`src/lfm_pkg.sv`:
```
// Purpose: constants and types for the LED output fault monitor
// Assumes: 250 MHz sys_clk, registers reached over AHB-Lite
// Notes: analogue comparator results arrive as asynchronous levels
//
// Overview of operation
// - Ground-short check needs channel and global masks, output unlit over 5 us.
// - Qualified ground-short check: result 1 below open threshold, 0 above.
// - Short-fault flag sets when any channel reports a ground short.
// - Ground-short results and short-fault flag are readable by software.
// - Open check needs output, channel and global masks, output lit over 5 us.
// - Qualified open check: result 1 below open threshold, 0 above.
// - Open-fault flag sets when any channel reports open load.
// - Open results and open-fault flag are readable by software.
// - Adjacent check needs global mask and neighbours differing over 5 us.
// - Qualified adjacent check: result 1 above short threshold, 0 below.
// - Adjacent-fault flag sets on any adjacent short; results are readable.
// - Adjacent detection has no per-channel disable, only the global mask.
// - Threshold select 01 picks low threshold; 10 or 11 picks high one.
// - Supply fault flag follows sense comparator while checking is enabled.
// - Results and flags hold until the reset-status-flag command (supply flag only while disabled); the reset-event flag holds until the reset-POR command.
// - Warm flag sets above 125 C.
// - Hot flag sets and shutdown starts above 150 C.
// - Temperature flags stay set until the reset-status-flag command.
// - Shutdown forces all outputs off; leaves when sensor falls below 150 C.
// - Shutdown disable is accepted only right after the unlock command.
// - Hot flag still sets while shutdown is disabled.
// - Any system reset restores normal thermal shutdown.
// - Fault output pulled low on any summary, warm, reset-event or resistor fault.
package lfm_pkg;
   localparam int CHANNELS = 12;
   localparam int CLK_MHZ = 250;
   localparam int QUAL_TIME_US = 5;
   // Least time rounds up; exact here
   localparam int QUAL_CYCLES = QUAL_TIME_US * CLK_MHZ;
   localparam int QUAL_W = 11;
   // Register byte offsets
   localparam logic [7:0] OFS_CONTROL = 8'h00;
   localparam logic [7:0] OFS_CHAN_MASK = 8'h04;
   localparam logic [7:0] OFS_COMMAND = 8'h08;
   localparam logic [7:0] OFS_STATUS = 8'h0C;
   localparam logic [7:0] OFS_GND_RESULT = 8'h10;
   localparam logic [7:0] OFS_OPEN_RESULT = 8'h14;
   localparam logic [7:0] OFS_ADJ_RESULT = 8'h18;
   // Command codes written to OFS_COMMAND
   localparam logic [7:0] CMD_RESET_STATUS = 8'h01;
   localparam logic [7:0] CMD_UNLOCK_TSD = 8'h02;
   localparam logic [7:0] CMD_SOFT_RESET = 8'h03;
   localparam logic [7:0] CMD_RESET_POR = 8'h04;
   // Control field positions
   localparam int CTL_OUT_MASK = 0;     // 12 bits
   localparam int CTL_GND_GLOBAL = 12;
   localparam int CTL_OPEN_GLOBAL = 13;
   localparam int CTL_ADJ_GLOBAL = 14;
   localparam int CTL_SUP_SEL = 16;     // 2 bits
   localparam int CTL_TSD_DISABLE = 18;
   // Channel mask field positions
   localparam int CM_GND = 0;
   localparam int CM_OPEN = 16;
   localparam logic [31:0] CONTROL_RESET = 32'h0000_0000;
   localparam logic [31:0] CHAN_MASK_RESET = 32'h0000_0000;

   typedef struct packed {
      logic [CHANNELS-1:0] outMask;
      logic gndGlobal;
      logic openGlobal;
      logic adjGlobal;
      logic [1:0] supSel;
   } lfm_ctrl_t;

   typedef struct packed {
      logic resetEvent;
      logic hotTemp;
      logic warmTemp;
      logic supplyFault;
      logic adjacentFault;
      logic openFault;
      logic shortFault;
   } lfm_status_t;
endpackage

```
`src/lfm_monitor.sv`:
```
// Purpose: per-channel fault qualification, temperature protection, AHB-Lite registers
// Assumes: comparator inputs asynchronous; ledOn from the same clock domain
// Notes: zero wait-state slave, responses always OKAY
`timescale 1ns/100ps
module lfm_monitor import lfm_pkg::*; (
   input wire logic sys_clk,
   input wire logic reset_n,
   input wire logic lowVoltageDetect,
   input wire logic [CHANNELS-1:0] ledOn,
   input wire logic [CHANNELS-1:0] outBelowOpenAsync,
   input wire logic [CHANNELS-1:0] diffAboveShortAsync,
   input wire logic senseBelowLowAsync,
   input wire logic senseBelowHighAsync,
   input wire logic tempAbove125Async,
   input wire logic tempAbove150Async,
   input wire logic resistorFault,
   input wire logic hsel,
   input wire logic [31:0] haddr,
   input wire logic [1:0] htrans,
   input wire logic hwrite,
   input wire logic [2:0] hsize,
   input wire logic [31:0] hwdata,
   input wire logic hready,
   output logic [31:0] hrdata,
   output logic hreadyout,
   output logic hresp,
   output logic [CHANNELS-1:0] driverOutputsOff,
   output logic faultOut,
   output logic faultOutEn
);

   // Combined reset from pin and low-voltage detector; detector is async too
   logic sysReset_n;
   assign sysReset_n = reset_n & ~lowVoltageDetect;

   // Two-stage synchronisers for every comparator level
   localparam int SYN_W = 2 * CHANNELS + 4;
   logic [SYN_W-1:0] syncA_q;
   logic [SYN_W-1:0] syncB_q;
   always_ff @(posedge sys_clk or negedge sysReset_n) begin
      if (!sysReset_n) begin
         syncA_q <= '0;
         syncB_q <= '0;
      end else begin
         syncA_q <= {outBelowOpenAsync, diffAboveShortAsync, senseBelowLowAsync,
                     senseBelowHighAsync, tempAbove125Async, tempAbove150Async};
         syncB_q <= syncA_q;
      end
   end
   logic [CHANNELS-1:0] outBelowOpen;
   logic [CHANNELS-1:0] diffAboveShort;
   logic senseBelowLow, senseBelowHigh, tempAbove125, tempAbove150;
   assign {outBelowOpen, diffAboveShort, senseBelowLow, senseBelowHigh,
           tempAbove125, tempAbove150} = syncB_q;

   // Saturating counter step shared by all qualification timers
   function automatic logic [QUAL_W-1:0] qualStep(input logic cond,
                                                  input logic [QUAL_W-1:0] cnt);
      if (!cond)
         qualStep = '0;
      else if (cnt == QUAL_W'(QUAL_CYCLES))
         qualStep = cnt;
      else
         qualStep = cnt + QUAL_W'(1);
   endfunction

   // Bus address phase capture
   logic wrPend_q, rdPend_q;
   logic [7:0] addr_q;
   logic busAct;
   assign busAct = hsel & hready & htrans[1];
   always_ff @(posedge sys_clk or negedge sysReset_n) begin
      if (!sysReset_n) begin
         wrPend_q <= 1'b0;
         rdPend_q <= 1'b0;
         addr_q <= '0;
      end else begin
         wrPend_q <= busAct & hwrite;
         rdPend_q <= busAct & ~hwrite;
         addr_q <= busAct ? haddr[7:0] : addr_q;
      end
   end
   assign hreadyout = 1'b1;
   assign hresp = 1'b0;

   logic wrControl, wrMask, wrCommand;
   assign wrControl = wrPend_q && addr_q == OFS_CONTROL;
   assign wrMask = wrPend_q && addr_q == OFS_CHAN_MASK;
   assign wrCommand = wrPend_q && addr_q == OFS_COMMAND;
   logic cmdResetStatus, cmdUnlock, cmdSoftReset, cmdResetPor;
   assign cmdResetStatus = wrCommand && hwdata[7:0] == CMD_RESET_STATUS;
   assign cmdUnlock = wrCommand && hwdata[7:0] == CMD_UNLOCK_TSD;
   assign cmdSoftReset = wrCommand && hwdata[7:0] == CMD_SOFT_RESET;
   assign cmdResetPor = wrCommand && hwdata[7:0] == CMD_RESET_POR;

   // Control and mask registers; soft reset keeps them per the retained set
   logic [31:0] control_q, chanMask_q;
   lfm_ctrl_t ctrl;
   assign ctrl.outMask = control_q[CTL_OUT_MASK +: CHANNELS];
   assign ctrl.gndGlobal = control_q[CTL_GND_GLOBAL];
   assign ctrl.openGlobal = control_q[CTL_OPEN_GLOBAL];
   assign ctrl.adjGlobal = control_q[CTL_ADJ_GLOBAL];
   assign ctrl.supSel = control_q[CTL_SUP_SEL +: 2];
   always_ff @(posedge sys_clk or negedge sysReset_n) begin
      if (!sysReset_n) begin
         control_q <= CONTROL_RESET;
         chanMask_q <= CHAN_MASK_RESET;
      end else begin
         if (wrControl)
            control_q <= {13'h0000, hwdata[18:0]} & ~(32'h1 << CTL_TSD_DISABLE);
         if (wrMask)
            chanMask_q <= hwdata;
      end
   end

   // Unlock arms for the next write only; disable cleared by any reset
   logic unlocked_q, tsdDisable_q;
   always_ff @(posedge sys_clk or negedge sysReset_n) begin
      if (!sysReset_n) begin
         unlocked_q <= 1'b0;
         tsdDisable_q <= 1'b0;
      end else begin
         if (cmdSoftReset)
            tsdDisable_q <= 1'b0;
         else if (wrControl && unlocked_q)
            tsdDisable_q <= hwdata[CTL_TSD_DISABLE];
         if (cmdUnlock)
            unlocked_q <= 1'b1;
         else if (wrPend_q)
            unlocked_q <= 1'b0;
      end
   end

   // Lit/unlit and neighbour-mismatch timers per channel
   logic [QUAL_W-1:0] litCnt_q [CHANNELS];
   logic [QUAL_W-1:0] unlitCnt_q [CHANNELS];
   logic [QUAL_W-1:0] adjCnt_q [CHANNELS];
   logic [CHANNELS-1:0] neighbourDiff;
   always_comb begin
      for (int i = 0; i < CHANNELS; i++) begin
         neighbourDiff[i] = (i > 0 && ledOn[i] != ledOn[i-1]) ||
                            (i < CHANNELS-1 && ledOn[i] != ledOn[i+1]);
      end
   end
   always_ff @(posedge sys_clk or negedge sysReset_n) begin
      if (!sysReset_n) begin
         for (int i = 0; i < CHANNELS; i++) begin
            litCnt_q[i] <= '0;
            unlitCnt_q[i] <= '0;
            adjCnt_q[i] <= '0;
         end
      end else begin
         for (int i = 0; i < CHANNELS; i++) begin
            litCnt_q[i] <= qualStep(ledOn[i], litCnt_q[i]);
            unlitCnt_q[i] <= qualStep(~ledOn[i], unlitCnt_q[i]);
            adjCnt_q[i] <= qualStep(neighbourDiff[i], adjCnt_q[i]);
         end
      end
   end

   // Qualification: counter at ceiling means more than 5 us elapsed
   logic [CHANNELS-1:0] gndQual, openQual, adjQual;
   always_comb begin
      for (int i = 0; i < CHANNELS; i++) begin
         gndQual[i] = ctrl.gndGlobal && chanMask_q[CM_GND + i] &&
                      unlitCnt_q[i] == QUAL_W'(QUAL_CYCLES);
         openQual[i] = ctrl.outMask[i] && chanMask_q[CM_OPEN + i] && ctrl.openGlobal &&
                       litCnt_q[i] == QUAL_W'(QUAL_CYCLES);
         adjQual[i] = ctrl.adjGlobal && adjCnt_q[i] == QUAL_W'(QUAL_CYCLES);
      end
   end

   // Result bits follow comparators while qualified, else hold until the clear command
   logic [CHANNELS-1:0] gndRes_q, openRes_q, adjRes_q;
   always_ff @(posedge sys_clk or negedge sysReset_n) begin
      if (!sysReset_n) begin
         gndRes_q <= '0;
         openRes_q <= '0;
         adjRes_q <= '0;
      end else begin
         for (int i = 0; i < CHANNELS; i++) begin
            if (gndQual[i])
               gndRes_q[i] <= outBelowOpen[i];
            else if (cmdResetStatus)
               gndRes_q[i] <= 1'b0;
            if (openQual[i])
               openRes_q[i] <= outBelowOpen[i];
            else if (cmdResetStatus)
               openRes_q[i] <= 1'b0;
            if (adjQual[i])
               adjRes_q[i] <= diffAboveShort[i];
            else if (cmdResetStatus)
               adjRes_q[i] <= 1'b0;
         end
      end
   end

   // Supply check: field 00 disables; bit 16 alone picks the low threshold, else high
   logic supEnable, supBelow;
   assign supEnable = ctrl.supSel != 2'b00;
   assign supBelow = (ctrl.supSel == 2'b01) ? senseBelowLow : senseBelowHigh;

   // Sticky status; hardware set wins over the clear command
   lfm_status_t status_q;
   always_ff @(posedge sys_clk or negedge sysReset_n) begin
      if (!sysReset_n) begin
         status_q <= '1; // Flags read as set after a hard reset
      end else begin
         status_q.shortFault <= (|gndRes_q) | (status_q.shortFault & ~cmdResetStatus);
         status_q.openFault <= (|openRes_q) | (status_q.openFault & ~cmdResetStatus);
         status_q.adjacentFault <= (|adjRes_q) |
                                   (status_q.adjacentFault & ~cmdResetStatus);
         if (supEnable)
            status_q.supplyFault <= supBelow;
         else if (cmdResetStatus)
            status_q.supplyFault <= 1'b0;
         status_q.warmTemp <= tempAbove125 | (status_q.warmTemp & ~cmdResetStatus);
         status_q.hotTemp <= tempAbove150 | (status_q.hotTemp & ~cmdResetStatus);
         status_q.resetEvent <= cmdSoftReset | (status_q.resetEvent & ~cmdResetPor);
      end
   end

   // Shutdown follows live sensor, so it ends when the die cools
   logic shutdown;
   assign shutdown = tempAbove150 & ~tsdDisable_q;
   assign driverOutputsOff = {CHANNELS{shutdown}};

   // Open-drain fault pin: drive low a cycle after any flag other than the hot flag, or the resistor fault, is set
   logic faultEn_q;
   always_ff @(posedge sys_clk or negedge sysReset_n) begin
      if (!sysReset_n)
         faultEn_q <= 1'b1;
      else
         faultEn_q <= status_q.shortFault | status_q.openFault | status_q.adjacentFault |
                      status_q.supplyFault | status_q.warmTemp | status_q.resetEvent |
                      resistorFault;
   end
   assign faultOut = 1'b0;
   assign faultOutEn = faultEn_q;

   // Read data registered at address phase for a zero-wait answer
   always_ff @(posedge sys_clk or negedge sysReset_n) begin
      if (!sysReset_n) begin
         hrdata <= '0;
      end else if (busAct & ~hwrite) begin
         unique case (haddr[7:0])
            OFS_CONTROL: hrdata <= control_q | (32'(tsdDisable_q) << CTL_TSD_DISABLE);
            OFS_CHAN_MASK: hrdata <= chanMask_q;
            OFS_STATUS: hrdata <= {25'h000_0000, status_q};
            OFS_GND_RESULT: hrdata <= {20'h0_0000, gndRes_q};
            OFS_OPEN_RESULT: hrdata <= {20'h0_0000, openRes_q};
            OFS_ADJ_RESULT: hrdata <= {20'h0_0000, adjRes_q};
            default: hrdata <= '0;
         endcase
      end
   end

   // Shutdown must track the hot sensor with the disable bit
   shutdown_track_a: assert property (@(posedge sys_clk) disable iff (!sysReset_n)
      driverOutputsOff[0] == (tempAbove150 && !tsdDisable_q))
      else $error("shutdown does not follow sensor");
   // Disable may only rise in the cycle after an unlocked write
   tsd_unlock_a: assert property (@(posedge sys_clk) disable iff (!sysReset_n)
      $rose(tsdDisable_q) |-> $past(unlocked_q) && $past(wrControl))
      else $error("shutdown disabled without unlock");
   // Hot flag is set a cycle after the sensor, disabled or not
   hot_flag_a: assert property (@(posedge sys_clk) disable iff (!sysReset_n)
      tempAbove150 |=> status_q.hotTemp)
      else $error("hot flag missed");
   warm_flag_a: assert property (@(posedge sys_clk) disable iff (!sysReset_n)
      tempAbove125 |=> status_q.warmTemp)
      else $error("warm flag missed");
   // Sticky temperature flag only falls on the clear command
   temp_hold_a: assert property (@(posedge sys_clk) disable iff (!sysReset_n)
      $fell(status_q.warmTemp) |-> $past(cmdResetStatus))
      else $error("warm flag dropped without clear");
   short_flag_a: assert property (@(posedge sys_clk) disable iff (!sysReset_n)
      (|gndRes_q) |=> status_q.shortFault)
      else $error("short flag missed");
   open_flag_a: assert property (@(posedge sys_clk) disable iff (!sysReset_n)
      (|openRes_q) |=> status_q.openFault)
      else $error("open flag missed");
   // Ground result updates one cycle after a qualified compare
   gnd_result_a: assert property (@(posedge sys_clk) disable iff (!sysReset_n)
      gndQual[0] |=> gndRes_q[0] == $past(outBelowOpen[0]))
      else $error("ground result wrong");
   // Open result may only change while qualified or on clear
   open_hold_a: assert property (@(posedge sys_clk) disable iff (!sysReset_n)
      !openQual[0] && !cmdResetStatus |=> $stable(openRes_q[0]))
      else $error("open result changed unqualified");
   // Adjacent result needs the global mask and a neighbour mismatch
   adj_qual_a: assert property (@(posedge sys_clk) disable iff (!sysReset_n)
      $rose(adjRes_q[1]) |-> $past(ctrl.adjGlobal) && $past(neighbourDiff[1]))
      else $error("adjacent result without qualification");
   fault_pin_a: assert property (@(posedge sys_clk) disable iff (!sysReset_n)
      status_q.warmTemp |=> faultOutEn)
      else $error("fault pin not driven");

endmodule // lfm_monitor

```
`config.mk`:
```
export PLATFORM = sky130hd
export DESIGN_NAME = lfm_monitor
export DESIGN_NICKNAME = d
export VERILOG_FILES = /design/src/lfm_pkg.sv /design/src/lfm_monitor.sv
export SDC_FILE = /design/constraint.sdc
export NUM_CORES = 1
export LEC_CHECK = 0
export BUFFER_PORTS_ARGS = -buffer_cell sky130_fd_sc_hd__buf_2
export CAP_MARGIN = 25
export CORE_MARGIN = 1
export CORE_UTILIZATION = 40
export CTS_BUF_LIST = sky130_fd_sc_hd__clkbuf_4 sky130_fd_sc_hd__clkbuf_8
export DETAILED_ROUTE_END_ITERATION = 6
export PLACE_DENSITY = 0.57
export SYNTH_ARGS = -nofsm -noshare
export SYNTH_HDL_FRONTEND = slang
export SYNTH_SLANG_ARGS = --single-unit
```
`constraint.sdc`:
```
create_clock -name sys_clk -period 55.8 [get_ports sys_clk]
set_input_delay 2.79 -clock sys_clk [delete_from_list [all_inputs] [get_ports sys_clk]]
set_output_delay 2.79 -clock sys_clk [all_outputs]
set_load 0.1 [all_outputs]
```
# [Word-level counts from Yosys, hierarchy flattened]
# Cells that the tools add are included.
[word_totals] ff_bits=589 inputBits=116 out_inout_bits=48 wordCells=512
[classes] add_sub_neg=36 eq_ne=106 muxes=116 bitwise=30 n_reduce_logical=135
[op_table] operator="11-bit 2-to-1 mux" n=72
[op_table] operator="11-bit by 1-bit adder with 11-bit output, second input constant" n=36
[op_table] operator="11-bit == test, second input constant" n=36
[op_table] operator="32-bit one-hot mux with 6 select lines" n=1
[op_table] operator="1-bit logical AND" n=80
[op_table] operator="2-bit nonzero test" n=40
[op_table] operator="2-bit != test, second input constant" n=36
[op_table] operator="1-bit 2-to-1 mux" n=43
[op_table] operator="12-bit OR reduction" n=3
[op_table] operator="8-bit by 3-bit == test with 1-bit output, second input constant" n=3
[op_table] operator="8-bit by 5-bit == test with 1-bit output, second input constant" n=3
[op_table] operator="1-bit != test" n=22
[op_table] operator="18-bit by 19-bit OR with 19-bit output" n=1
[op_table] operator="8-bit by 2-bit == test with 1-bit output, second input constant" n=2
[op_table] operator="8-bit by 4-bit == test with 1-bit output, second input constant" n=2
[op_table] operator="8-bit logical NOT" n=2
[op_table] operator="1-bit AND" n=12
[op_table] operator="1-bit OR" n=12
[op_table] operator="1-bit logical OR" n=10
[op_table] operator="8-bit by 1-bit == test with 1-bit output, second input constant" n=1
[op_table] operator="1-bit inverter" n=5
[op_table] operator="2-bit by 1-bit == test with 1-bit output, second input constant" n=1

# [Depth between registers and ports, before layout]
# Gate-level depths: netlist of run 1.
[depth] word_depth=6 mapped_depth=8 depth_no_buf=7

# [Worst setup path before layout of run 1]
# OpenSTA, ideal clock, no wires.
[synth_timing] path_type="input -> register" start="input hwdata[3]" end="register gndRes_q[3]" setup_time_ns=0.130 t_arrival_ns=4.002 t_required_ns=55.670 slack_ns=51.668 path_stages=7 n_path_buf=2 path_cell_list="nor4b_2 > nand4_2 > or3_1 > buf_2 > buf_6 > o211ai_1 > o31ai_1"
[synth_between] elab_chain_cells=3
[synth_lines] item="from (decl)" line="lfm_monitor.sv:22" text="input wire logic [31:0] hwdata,"
[synth_lines] item="8-bit by 1-bit == test with 1-bit output" line="lfm_monitor.sv:91" text="assign cmdResetStatus = wrCommand && hwdata[7:0] == CMD_RESET_STATUS;"
[synth_lines] item="1-bit logical AND" line="lfm_monitor.sv:91"
[synth_lines] item="2-bit nonzero test (no source line)"
[synth_lines] item="to (signal, indexed assignment)" line="lfm_monitor.sv:183" text="gndRes_q[i] <= outBelowOpen[i];"
[synth_lines] item="to (decl)" line="lfm_monitor.sv:174" text="logic [CHANNELS-1:0] gndRes_q, openRes_q, adjRes_q;"
# No other way between the ends.
# A chain may end at the register's enable or synchronous reset.

# [Worst setup path in the final report of run 1]
[layout_timing] start="register tsdDisable_q" end="output driverOutputsOff[11]"
[layout_between] elab_chain_cells=2
[layout_lines] item="from (decl)" line="lfm_monitor.sv:117" text="logic unlocked_q, tsdDisable_q;"
[layout_lines] item="from (signal assigned)" line="lfm_monitor.sv:126" text="tsdDisable_q <= hwdata[CTL_TSD_DISABLE];"
[layout_lines] item="1-bit inverter" line="lfm_monitor.sv:225" text="assign shutdown = tempAbove150 & ~tsdDisable_q;"
[layout_lines] item="1-bit AND" line="lfm_monitor.sv:225"
[layout_lines] item="to (decl)" line="lfm_monitor.sv:27" text="output logic [CHANNELS-1:0] driverOutputsOff,"
# No other way between the ends.

==> metrics.md, run 1 <==
| Metric | Value |
|---|---|
| Vias in the first global route | `~19000` |
| Leakage Power | `14.4 nW` |
| Internal power | `just over 0.7 mW` |
| Share of post-route cells with drive strength above 1 | `between 15 and 20%` |
| Worst vdd rail ir drop | `~20 uV` |
| Global-route usage over all layers | `between 15 and 20%` |
| Hold WC Path Type | `reg2reg` |
| Area after detailed placement | `just under 30000 um2` |
| H-tree lvl count | `3` |
| # resized after CTS | `0` |
| Clock tree from TritonCTS | `built` |
| Final worst setup slack | `~51000 ps` |
| Setup bufs post-CTS | `0` |
| Slew margin rel. | `about a quarter` |
| Clock transition at the register clock pins on the worst setup and hold paths after CTS | `about 60 ps` |
| Setup repair after global routing missed its margin | `no` |
| Maximum frequency from static timing analysis | `0.205 GHz` |
| CTS max path bufs | `3` |
| Part of the cycle the worst path needs | `8.74%` |
| Final cell utilization of the core | `about 46%` |
| Post-layout instance area | `approximately 31000 um2` |
| Number of DRC markers after the initial detailed-route iteration | `1253` |
| Critical path's slowest cell | `sky130_fd_sc_hd__buf_2` |
| Global-route wire length before repair | `slightly above 100000 um` |
| Number of hold-slack violations in the final timing report | `0` |
| Final routed wire length divided by cell count | `~16 um` |
| Worst-case hold slack | `345 ps` |
| Type of destination of the critical path | `output port` |
| Final nets | `2955` |
| Post-Synthesis Cells | `2605` |
| Sequential cell area fraction in the yosys report | `53.5%` |
| TritonCTS Buffers | `100` |
| Status | `finished clean` |
| Cells along the critical path | `nor2b_1 -> buf_2` |
| Detail Route Antenna Nets | `0` |
| Most used flip-flop cell after synthesis | `sky130_fd_sc_hd__dfrtp_1` |
| Critical R2R Launch | `addr_q[4]` |
| Final total power | `0.977 mW` |
| Post-DR vias/cell | `roughly 5.1` |
| Cell Area, Synth | `27600 um2` |
| TNS Setup | `0 ps` |
| Pre-CTS setup slack | `roughly 50000 ps` |
| Mean area per synthesized cell | `10.6 um2` |
| Core Rows | `95` |
| Total of flip-flops plus latches after synthesis | `around 600` |
| Number of pins exceeding their max-slew limit in the final report | `0` |
| HPWL after detailed placement | `roughly 42000 um` |
| Critical Path Start | `tsdDisable_q` |
| Finished Layout Cells | `3722` |
| Number of enable flip-flop cells after synthesis | `0` |
| Root Buffer Master | `sky130_fd_sc_hd__clkbuf_8` |
| Share of flip-flops with an asynchronous set or reset | `between 90% and 100%` |
| Worst path required time | `53010 ps` |
| Max capacitance violation total | `0` |
| Switching power share of the total | `around a quarter` |
| Synth-to-layout area growth | `13.6%` |
| First-pass detailed-route iteration total | `5` |
| Largest stage delay, worst path | `approximately 530 ps` |
| Proportion of power drawn by combinational gates | `8.7%` |
| Total number of vias | `between 15000 and 20000` |
| Cell Count Post-Placement | `3534` |
| Gr ovfl total | `0` |
| Synthesis warning total | `0` |
| # port buffers | `between 100 and 150` |
| Portion of total power attributed to sequential cells | `approximately half` |
| Maximum number of pins on one net before global-route repair | `around 190` |
| Count of cell types in the netlist | `63` |
| Number of clock sinks seen by CTS | `589` |
| Routed Wire Length | `around 60000 um` |
| Final clock skew | `roughly 26 ps` |
| Initial Utilization | `roughly two fifths` |
| Number of antenna violations at the first check in global routing | `7` |
| Shortest period the worst path allows | `4880 ps` |
| Maximum fanout along the worst path | `12` |
| Area of the die | `~70000 um2` |
| Net load switching power | `between 0.2 and 0.3 mW` |
| Category of the most critical setup path | `reg2out` |
| Pwr per Cell Area | `31.2 nW/um2` |
| Core Footprint | `about 68000 um2` |
| Total DRC errors in the routed layout | `0` |
| Worst skew pair latency | `about 700 ps` |
| Chip Height | `roughly 260 um` |
| GPL Wtd Cong | `between 0.8 and 0.9` |
| Kind of launch point of the worst setup path | `register` |
| Count of pins on the block boundary | `approximately 160` |
| Horizontal extent of the die | `about 260 um` |
| Clock power frac | `a little over two fifths` |
| Launch instance of the worst min-delay path | `syncA_q[12]` |
| Endpoint arrival time on the critical path | `between 2000 and 2500 ps` |
| Pin slew with the least headroom to its limit | `between 1000 and 1500 ps` |
| Post-CTS Hold Fix Bufs | `0` |
| Count of final setup violators | `0` |
==> path summary, 6_finish.rpt <==
check                      cells past startpoint  slack [ps]              endpoint
setup / recovery                               2       50920  driverOutputsOff[11]
hold / removal                                 0         350           syncB_q[12]
setup reg to reg                               4       53460          openRes_q[6]
hold reg to reg                                0         350           syncB_q[12]
max in group asynchronous                      6       51350          litCnt_q[64]
min in group asynchronous                      3        2330           syncA_q[24]
==> cell usage in the layout (no fill, tap or decap), drive strengths merged, types with 21 or more instances in the layout <==
| master | instances |
|---|---|
| xor2 | 157 |
| nand3 | 185 |
| nor2 | 313 |
| xnor2 | 162 |
| nand4 | 78 |
| and2 | 141 |
| nand2 | 201 |
| dfrtp | 581 |
| buf | 151 |
| inv | 58 |
| a21oi | 56 |
| ha | 72 |
| o21ai | 57 |
| nor3 | 43 |
| nand2b | 22 |
| nor4b | 24 |
| mux2 | 63 |
| clkbuf | 157 |
| or3 | 27 |
| and3 | 71 |
| nand3b | 21 |
| nor4 | 22 |
==> kinds of logic after synthesis <==
kind of cell    count (synthesis)  share of synthesized area [%]
xor+xnor                      319                           10.1
other cells                     2                         0.0272
fa+ha+maj                      72                           3.27
mux                            81                           3.27
buf+inv                       149                           2.31
simple gates                 1178                           22.4
flops                         589                           53.5
compound gates                215                           5.11
==> power groups by stage <==
stage / clock, mW / sequential, mW / combinational (mW)
global route: 0.447 / 0.485 / 0.0972
detailed placement: 0 / 0.488 / 0.0853
finish: 0.411 / 0.481 / 0.0853
CTS: 0.427 / 0.481 / 0.0855
floorplan: 0 / 0.487 / 0.0596
global placement: 0 / 0.487 / 0.0818
==> layout make-up <==
cell class,count,area (um2)
multi-input combinational,1868,12200
tap,873,1090
clock buffer,157,1960
antenna,3,7.51
fill,6222,36300
clock inverter,24,211
timing repair buffer,151,888
inverter,57,214
sequential,589,14700
==> Yosys cell counts (3+ instances only) <==
master / number / area [um2]
sky130_fd_sc_hd__and2_1: 141 / 882
sky130_fd_sc_hd__inv_1: 57 / 214
sky130_fd_sc_hd__nand4_1: 77 / 482
sky130_fd_sc_hd__nor3_1: 42 / 210
sky130_fd_sc_hd__nor2b_1: 4 / 25.0
sky130_fd_sc_hd__xor2_1: 157 / 1380
sky130_fd_sc_hd__o211a_1: 12 / 120
sky130_fd_sc_hd__a211oi_1: 13 / 97.6
sky130_fd_sc_hd__a22o_1: 18 / 158
sky130_fd_sc_hd__nor4_2: 3 / 37.5
sky130_fd_sc_hd__o2bb2ai_1: 5 / 43.8
sky130_fd_sc_hd__nor4b_1: 20 / 175
sky130_fd_sc_hd__nor4b_2: 3 / 45.0
sky130_fd_sc_hd__dfstp_2: 8 / 210
sky130_fd_sc_hd__nand3b_1: 21 / 158
sky130_fd_sc_hd__a21oi_1: 56 / 280
sky130_fd_sc_hd__nand2b_1: 22 / 138
sky130_fd_sc_hd__nor4_4: 9 / 191
sky130_fd_sc_hd__or3_1: 27 / 169
sky130_fd_sc_hd__nand2_1: 201 / 754
sky130_fd_sc_hd__a31oi_1: 3 / 18.8
sky130_fd_sc_hd__or4b_2: 8 / 80.1
sky130_fd_sc_hd__dfrtp_1: 581 / 14500
sky130_fd_sc_hd__mux2i_1: 17 / 170
sky130_fd_sc_hd__nor2_1: 313 / 1170
sky130_fd_sc_hd__buf_4: 15 / 113
sky130_fd_sc_hd__nor4bb_1: 10 / 100
sky130_fd_sc_hd__o32ai_1: 13 / 114
sky130_fd_sc_hd__a221oi_1: 6 / 52.6
sky130_fd_sc_hd__nand3_1: 185 / 926
sky130_fd_sc_hd__ha_1: 72 / 901
sky130_fd_sc_hd__xnor2_1: 162 / 1420
sky130_fd_sc_hd__clkbuf_1: 64 / 240
sky130_fd_sc_hd__mux2_2: 63 / 709
sky130_fd_sc_hd__buf_2: 9 / 45.0
sky130_fd_sc_hd__o31ai_1: 4 / 30.0
sky130_fd_sc_hd__nor4_1: 10 / 62.6
sky130_fd_sc_hd__a21boi_0: 10 / 75.1
sky130_fd_sc_hd__o211ai_1: 3 / 22.5
sky130_fd_sc_hd__o21ai_0: 57 / 285
sky130_fd_sc_hd__o22ai_1: 7 / 43.8
sky130_fd_sc_hd__and3_1: 71 / 444
==> per-layer routing <==
metal	share of wire, %	wire, um	GRT usage (%)
met3	4.6	2830	3.36
met2	46	28200	28.6
met1	47	28900	24.6
met5	0.021	13	0
met4	2.4	1450	5.45
==> state kept, by name (all words and copies together) (netlist names) <==
signal        count
adjCnt_q        132
litCnt_q        132
unlitCnt_q      132
chanMask_q       32
hrdata           32
syncA_q          28
syncB_q          28
control_q        18
adjRes_q         12
gndRes_q         12
openRes_q        12
addr_q            8
status_q          7
faultOutEn        1
tsdDisable_q      1
unlocked_q        1
wrPend_q          1
==> critical path: cells and delay by family (launching register included) <==
kind          cells  cell delay (ps)
flops             1              410
simple gates      1              460
buf+inv           1              530
No activity file was read; power rests on OpenSTA's default activity.
==> inputs of run 2 (changes only) <==
==> constraint.sdc (replaced) <==
create_clock -name sys_clk -period 4.79 [get_ports sys_clk]
set_input_delay 0.2395 -clock sys_clk [delete_from_list [all_inputs] [get_ports sys_clk]]
set_output_delay 0.2395 -clock sys_clk [all_outputs]
set_load 0.1 [all_outputs]
==> run 2 against run 1 <==
Compared with the run above: final area increased by 2.9%; routed wire length increased by 1.9%; die area unchanged; clock skew increased by 26 ps; sequential share of layout area decreased by 1.3 points; setup slack got worse by 48000 ps; register-to-register slack got worse by 51000 ps; non-clock buffer count increased by 83; core utilization increased by 1.3 points.
==> metrics.md, run 2 (synthesis results as in run 1) <==
| Metric | Value |
|---|---|
| Gr ovfl total | `0 (unchanged)` |
| Final clock skew | `52.5 ps (+26.4 ps)` |
| Setup repair after global routing missed its margin | `no` |
| Portion of total power attributed to sequential cells | `48.2% (-1.0 points)` |
| Number of pins exceeding their max-slew limit in the final report | `0 (unchanged)` |
| HPWL after detailed placement | `42300 um (+1.8%)` |
| Area of the die | `70000 um2 (unchanged)` |
| Area after detailed placement | `29100 um2 (+0.21%)` |
| Endpoint arrival time on the critical path | `2110 ps (+20 ps)` |
| Horizontal extent of the die | `265 um (unchanged)` |
| Status | `finished clean` |
| Category of the most critical setup path | `reg2out` |
| Cells along the critical path | `nor2b_1 -> buf_2` |
| Reg-to-reg endpoint | `unlocked_q` |
| Leakage Power | `14.8 nW (+2.7%)` |
| Vias in the first global route | `19500 (+1.6%)` |
| Part of the cycle the worst path needs | `48.9%` |
| Core Rows | `95 (unchanged)` |
| Post-DR vias/cell | `5.10 (-0.88%)` |
| Cell count of the worst reg-to-reg path | `5 (+1)` |
| Finished Layout Cells | `3811 (+2.4%)` |
| Critical R2R Launch | `addr_q[4]` |
| Chip Height | `265 um (unchanged)` |
| GPL Wtd Cong | `0.849 (+2.5%)` |
| Routed Wire Length | `62500 um (+1.9%)` |
| H-tree lvl count | `3 (unchanged)` |
| Critical Path Start | `tsdDisable_q` |
| Number of hold-slack violations in the final timing report | `0 (unchanged)` |
| Kind of launch point of the worst setup path | `register` |
| Share of post-route cells with drive strength above 1 | `15.0% (-0.16 points)` |
| Routed wire length on met3 | `2810 um (-0.67%)` |
| Routed metal-1 wirelength | `29300 um (+1.6%)` |
| Uppermost layer routed | `met4` |
| Maximum fanout along the worst path | `12 (unchanged)` |
| CTS max path bufs | `3 (unchanged)` |
| Maximum frequency from static timing analysis | `between 0.4 and 0.5 GHz` |
| Worst path required time | `4550 ps (-48460 ps)` |
| Critical path's slowest cell | `sky130_fd_sc_hd__buf_2` |
| Largest regs | `adjCnt_q (132), litCnt_q (132), unlitCnt_q (132)` |
| Count of final setup violators | `0 (unchanged)` |
| Initial Utilization | `40.8% (unchanged)` |
| Final cell utilization of the core | `47.6% (+1.3 points)` |
| Final routed wire length divided by cell count | `16.4 um (-0.53%)` |
| Global-route usage over all layers | `18.2% (+0.29 points)` |
| # port buffers | `132 (unchanged)` |
| Worst-case register-to-register setup slack | `2600 ps (-50860 ps)` |
| Worst-case hold slack | `77.3 ps (-268 ps)` |
| Synth-to-layout area growth | `16.9%` |
| Detail Route Antenna Nets | `0 (unchanged)` |
| Clock power frac | `42.7% (+0.6 points)` |
| Type of destination of the critical path | `output port` |
| Max capacitance violation total | `0 (unchanged)` |
| Worst vdd rail ir drop | `204 uV (+910%)` |
| Root Buffer Master | `sky130_fd_sc_hd__clkbuf_8` |
| Internal power | `8.51 mW (+1100%)` |
| Number of DRC markers after the initial detailed-route iteration | `1077 (-14%)` |
| Setup bufs post-CTS | `0 (unchanged)` |
| Shortest period the worst path allows | `between 2000 and 2500 ps` |
| Hold WC Path Type | `in2reg` |
| Number of clock sinks seen by CTS | `589 (unchanged)` |
| Commonest cells after routing, fill and taps aside | `sky130_fd_sc_hd__dfrtp_1 (581), sky130_fd_sc_hd__nor2_1 (313), sky130_fd_sc_hd__nand2_1 (201), sky130_fd_sc_hd__nand3_1 (185), sky130_fd_sc_hd__xnor2_1 (162)` |
| Clock tree from TritonCTS | `built` |
| Worst skew pair latency | `710 ps (about the same)` |
| Proportion of power drawn by combinational gates | `9.1% (+0.4 points)` |
| Switching power share of the total | `26.8% (+0.44 points)` |
| Pin slew with the least headroom to its limit | `984 ps (-132 ps)` |
| Post-layout instance area | `32200 um2 (+2.9%)` |
| Cell Count Post-Placement | `3537 (+0.085%)` |
| Total number of vias | `19400 (+1.5%)` |
| Clock transition at the register clock pins on the worst setup and hold paths after CTS | `60 ps (about the same)` |
| Number of antenna violations at the first check in global routing | `4 (-3)` |
| Net load switching power | `3.11 mW (+1100%)` |
| Global-route wire length before repair | `103000 um (+1.6%)` |
| Leading cell type in the layout, fill and taps excluded | `sky130_fd_sc_hd__dfrtp_1` |
| Final nets | `3040 (+2.9%)` |
| Core Footprint | `67600 um2 (unchanged)` |
| Pwr per Cell Area | `361 nW/um2 (+1100%)` |
| Total DRC errors in the routed layout | `0 (unchanged)` |
| TritonCTS Buffers | `102 (+2.0%)` |
| Total met2 wirelength after detailed routing | `28800 um (+2.3%)` |
| Maximum number of pins on one net before global-route repair | `162 (-12%)` |
| Slew margin rel. | `34.4% (+8.8 points)` |
| Critical Path End | `driverOutputsOff[5]` |
| Count of pins on the block boundary | `164 (unchanged)` |
| First-pass detailed-route iteration total | `5 (unchanged)` |
| Largest stage delay, worst path | `530 ps (about the same)` |
==> run 2: worst min-delay path by stage <==
stage / start / end / slack (ps) / cells past startpoint
6_report: ledOn[6] / unlitCnt_q[63] / 80 / 2
4_1_cts: ledOn[6] / unlitCnt_q[63] / 30 / 2
3_5_place_dp: syncA_q[13] / syncB_q[13] / 330 / 0
2_1_floorplan: tempAbove150Async / syncA_q[0] / 270 / 0
5_1_grt: ledOn[6] / unlitCnt_q[62] / 50 / 2
3_3_place_gp: syncA_q[18] / syncB_q[18] / 340 / 0
==> run 2: worst max-delay path: cells and delay by family, from the launching register on <==
kind | cells | cell delay [ps]
flops | 1 | 410
simple gates | 1 | 470
buf+inv | 1 | 530
==> run 2: power by group through the flow <==
stage,clock network [mW],logic (mW),registers (mW)
after floorplan,0,0.695,5.67
after detailed placement,0,1.00,5.69
after global placement,0,0.965,5.67
after CTS,5.13,1.06,5.60
final,4.96,1.05,5.60
after global routing,5.36,1.20,5.65
==> run 2: cell type report <==
cell class | count | area, um2
fillers | 6150 | 35400
flip-flops and latches | 589 | 14700
multi-input cells | 1868 | 12200
clock buffers | 169 | 2110
repair buffers | 234 | 1700
well taps | 873 | 1090
inverters | 57 | 214
clock inverters | 20 | 169
diodes | 1 | 2.50
==> run 2: stage by stage <==
stage	power, mW	setup WS (ps)	TNS (ps)
floorplan	6.36	-7500	-4392960
global placement	6.64	2490	0
detailed placement	6.69	2430	0
CTS	11.8	2360	0
global route	12.2	2280	0
finish	11.6	2450	0
==> run 2: per-layer routing <==
layer,up-vias,GRT usage [%]
met4,0,5.78
met1,9569,24.7
met3,101,3.69
met2,365,29.1
met5,-,0
li1,9406,-
==> run 2: timing repair <==
| action | CTS | global route |
|---|---|---|
| endpoints found under the hold margin | 247 | 0 |
| hold buffers | 82 | 0 |
| gates resized for setup | 0 | 0 |
==> inputs of run 3 (changes only) <==
--- a/config.mk
+++ b/config.mk
@@ -5,6 +5,7 @@
 export SDC_FILE = /design/constraint.sdc
 export NUM_CORES = 1
 export LEC_CHECK = 0
+export ABC_AREA = 1
 export BUFFER_PORTS_ARGS = -buffer_cell sky130_fd_sc_hd__buf_2
 export CAP_MARGIN = 25
 export CORE_MARGIN = 1
==> constraint.sdc (replaced) <==
create_clock -name sys_clk -period 2.4 [get_ports sys_clk]
set_input_delay 0.12 -clock sys_clk [delete_from_list [all_inputs] [get_ports sys_clk]]
set_output_delay 0.12 -clock sys_clk [all_outputs]
set_load 0.1 [all_outputs]
==> run 3 against run 2 <==
Compared with the run above: sequential power increased by 100%; largest cell class unchanged; critical path depth stayed put; count of clock-buffer cells in the layout is 2 lower; synthesized cell count rose by 35%; core utilization rose by 0.25 points; non-clock buffer count up 33; synthesized area is 4.3% higher; highest routed layer is now met5; die area is 4.3% higher; global-route usage up 1.4 points; register-to-register slack got worse by 1900 ps; combinational power grew to 2.6 times the previous value.
==> metrics.md, run 3 <==
| Metric | Value |
|---|---|
| Share of post-route cells with drive strength above 1 | `10.3% (-4.7 points)` |
| Most used flip-flop cell after synthesis | `sky130_fd_sc_hd__dfrtp_1` |
| Pwr per Cell Area | `709 nW/um2 (+96%)` |
| Sequential cell area fraction in the yosys report | `51.3% (-2.2 points)` |
| Cells along the critical path | `nor2_1 -> buf_2` |
| Post-CTS Hold Fix Bufs | `103 (+26%)` |
| Total number of vias | `23700 (+22%)` |
| Pre-CTS setup slack | `702 ps (-1730 ps)` |
| HPWL after detailed placement | `48800 um (+15%)` |
| Initial Utilization | `40.7% (-0.051 points)` |
| Max capacitance violation total | `0 (unchanged)` |
| CTS max path bufs | `3 (unchanged)` |
| Part of the cycle the worst path needs | `between 80% and 90%` |
| Critical R2R Launch | `litCnt_q[11]` |
| Hold WC Path Type | `in2reg` |
| Count of pins on the block boundary | `164 (unchanged)` |
| Kind of launch point of the worst setup path | `register` |
| H-tree lvl count | `3 (unchanged)` |
| Global-route usage over all layers | `19.6% (+1.4 points)` |
| Endpoint arrival time on the critical path | `2000 ps (-110 ps)` |
| Number of hold-slack violations in the final timing report | `0 (unchanged)` |
| Critical path's slowest cell | `sky130_fd_sc_hd__buf_2` |
| Count leader, synth | `sky130_fd_sc_hd__nand2_1` |
| Total DRC errors in the routed layout | `0 (unchanged)` |
| Family of cells with the greatest summed delay on the critical path | `buffers and inverters` |
| Cell count of the worst reg-to-reg path | `7 (+2)` |
| End of the worst hold path | `syncA_q[24]` |
| Setup bufs post-CTS | `0 (unchanged)` |
| Worst-case register-to-register setup slack | `710 ps (-1890 ps)` |
| Largest stage delay, worst path | `520 ps (about the same)` |
| Largest regs | `adjCnt_q (132), litCnt_q (132), unlitCnt_q (132)` |
| Leading cell type in the layout, fill and taps excluded | `sky130_fd_sc_hd__nand2_1` |
| Proportion of netlist area held by the largest area contributor | `50.6% (-2.2 points)` |
| Horizontal extent of the die | `270 um (+2.1%)` |
| GPL Wtd Cong | `0.843 (-0.64%)` |
| Pin slew with the least headroom to its limit | `842 ps (-142 ps)` |
| Number of DRC markers after the initial detailed-route iteration | `1451 (+35%)` |
| Synthesis warning total | `0 (unchanged)` |
| Count of final setup violators | `0 (unchanged)` |
| Setup repair after global routing missed its margin | `no` |
| Category of the most critical setup path | `reg2out` |
| Number of clock sinks seen by CTS | `589 (unchanged)` |
| Reg-to-reg endpoint | `openRes_q[10]` |
| Number of antenna violations at the first check in global routing | `3 (-1)` |
| Global-route wire length before repair | `117000 um (+14%)` |
| Slew margin rel. | `43.9% (+9.5 points)` |
| TNS Setup | `0 ps (unchanged)` |
| Maximum fanout along the worst path | `12 (unchanged)` |
| First-pass detailed-route iteration total | `5 (unchanged)` |
| Chip Height | `270 um (+2.1%)` |
| Core Rows | `97 (+2.1%)` |
| Final worst setup slack | `275 ps (-2170 ps)` |
| Total of flip-flops plus latches after synthesis | `589 (unchanged)` |
| # resized after CTS | `0 (unchanged)` |
| Post-Synthesis Cells | `3528 (+35%)` |
| Vias in the first global route | `23000 (+18%)` |
| TritonCTS Buffers | `103 (+0.98%)` |
| Biggest area contributors in the synthesized netlist | `sky130_fd_sc_hd__dfrtp_1 (51%), sky130_fd_sc_hd__nand2_1 (8.8%), sky130_fd_sc_hd__inv_1 (5.9%)` |
| Clock tree from TritonCTS | `built` |
| Shortest period the worst path allows | `2120 ps` |
| Routed Wire Length | `69800 um (+12%)` |
| Launch instance of the worst min-delay path | `outBelowOpenAsync[8]` |
| Clock transition at the register clock pins on the worst setup and hold paths after CTS | `60 ps (about the same)` |
| Count of cell types in the netlist | `50 (-21%)` |
| Cell Area, Synth | `28800 um2 (+4.3%)` |
| Mean area per synthesized cell | `8.15 um2 (-23%)` |
| Post-DR vias/cell | `4.89 (-4.2%)` |
| Worst path required time | `2280 ps (-2270 ps)` |
| Final cell utilization of the core | `47.9% (+0.25 points)` |
| Commonest cells after routing, fill and taps aside | `sky130_fd_sc_hd__nand2_1 (676), sky130_fd_sc_hd__dfrtp_1 (581), sky130_fd_sc_hd__inv_1 (450), sky130_fd_sc_hd__nor2_1 (402), sky130_fd_sc_hd__nand3_1 (327)` |
| Number of pins exceeding their max-slew limit in the final report | `0 (unchanged)` |
| Worst skew pair latency | `710 ps (about the same)` |
| Status | `finished clean` |
| Number of enable flip-flop cells after synthesis | `0 (unchanged)` |
| Worst path bufs/invs | `1 (unchanged)` |
| Most common library cells after synthesis | `sky130_fd_sc_hd__nand2_1 (676), sky130_fd_sc_hd__dfrtp_1 (581), sky130_fd_sc_hd__inv_1 (451), sky130_fd_sc_hd__nor2_1 (405), sky130_fd_sc_hd__nand3_1 (327)` |
| Gr ovfl total | `0 (unchanged)` |
| Area of the die | `73000 um2 (+4.3%)` |
| Biggest area consumer among synthesized cells | `sky130_fd_sc_hd__dfrtp_1` |
| Core Footprint | `70600 um2 (+4.4%)` |
| Detail Route Antenna Nets | `0 (unchanged)` |
| Worst vdd rail ir drop | `404 uV (+98%)` |
| Cell depth of the worst min-delay path | `2 (unchanged)` |
| Final routed wire length divided by cell count | `14.4 um (-12%)` |
| # port buffers | `132 (unchanged)` |
| Share of flip-flops with an asynchronous set or reset | `100% (unchanged)` |
| Leakage Power | `16.2 nW (+9.6%)` |
| Maximum frequency from static timing analysis | `between 0.4 and 0.5 GHz` |
| Final nets | `4011 (+32%)` |
| Final clock skew | `38.2 ps (-14.2 ps)` |
| Maximum number of pins on one net before global-route repair | `103 (-36%)` |
| Synth-to-layout area growth | `17.7%` |
| Root Buffer Master | `sky130_fd_sc_hd__clkbuf_8` |
| Type of destination of the critical path | `output port` |
==> run 3: cell types whose count changed in the layout (fill, tap and decap cells not counted), sizes merged, moves of 26 or more <==
cell and delta:
inv +397, o21ai +193, nor3 +91, xor2 -114, and2 -140, nand2 +477, and3 -71, mux2 -62
nand3 +144, a21oi +207, xnor2 -159, or3 -26, nor2 +99
==> run 3: cell families after synthesis <==
family	Yosys count	synth area share (%)
simple gates	1715	26.3
mux	1	0.0392
xor+xnor	46	1.49
fa+ha+maj	72	3.13
compound gates	562	10.1
other cells	2	0.0261
buf+inv	541	7.53
flops	589	51.3
==> run 3: area by class of cell <==
class / instances / area (um2)
inverters: 463 / 1750
diodes: 2 / 5.00
repair buffers: 267 / 2020
flip-flops and latches: 589 / 14700
multi-input cells: 2399 / 11900
well taps: 940 / 1180
clock inverters: 23 / 216
clock buffers: 167 / 2050
fillers: 6948 / 36800
==> run 3: metrics by stage <==
stage	cells	hold slack [ps]	cell area (um2)	power [mW]
after floorplan	3529	151	28800	13.1
after global placement	4555	229	30500	14.0
after detailed placement	4555	229	30500	14.0
after CTS	4848	0.00205	33800	24.3
after global routing	4849	12.6	33800	25.3
final	4850	61.9	33800	24.0
==> run 3: power by group <==
| part | total (mW) | switching [mW] | internal [mW] |
|---|---|---|---|
| combinational | 2.75 | 1.83 | 0.922 |
| sequential | 11.2 | 0.659 | 10.6 |
| clock | 9.99 | 4.26 | 5.73 |
| total | 24.0 | 6.75 | 17.2 |
==> run 3: metal layers <==
| metal | up-vias | track usage, % | wire (um) |
|---|---|---|---|
| met5 | - | 0 | 14 |
| li1 | 12200 | - | - |
| met4 | 2 | 5.34 | 1500 |
| met2 | 387 | 31.1 | 31300 |
| met1 | 11000 | 27.1 | 33600 |
| met3 | 121 | 3.97 | 3390 |
==> run 3: how the worst max path moves through the flow <==
stage | end | start | depth (start not counted)
finish | driverOutputsOff[6] | tsdDisable_q | 2
global route | driverOutputsOff[9] | tsdDisable_q | 2
CTS | driverOutputsOff[6] | tsdDisable_q | 2
detailed placement | openRes_q[10] | litCnt_q[11] | 7
global placement | hrdata[8] | hsel | 6
floorplan | addr_q[0] | reset_n | 2
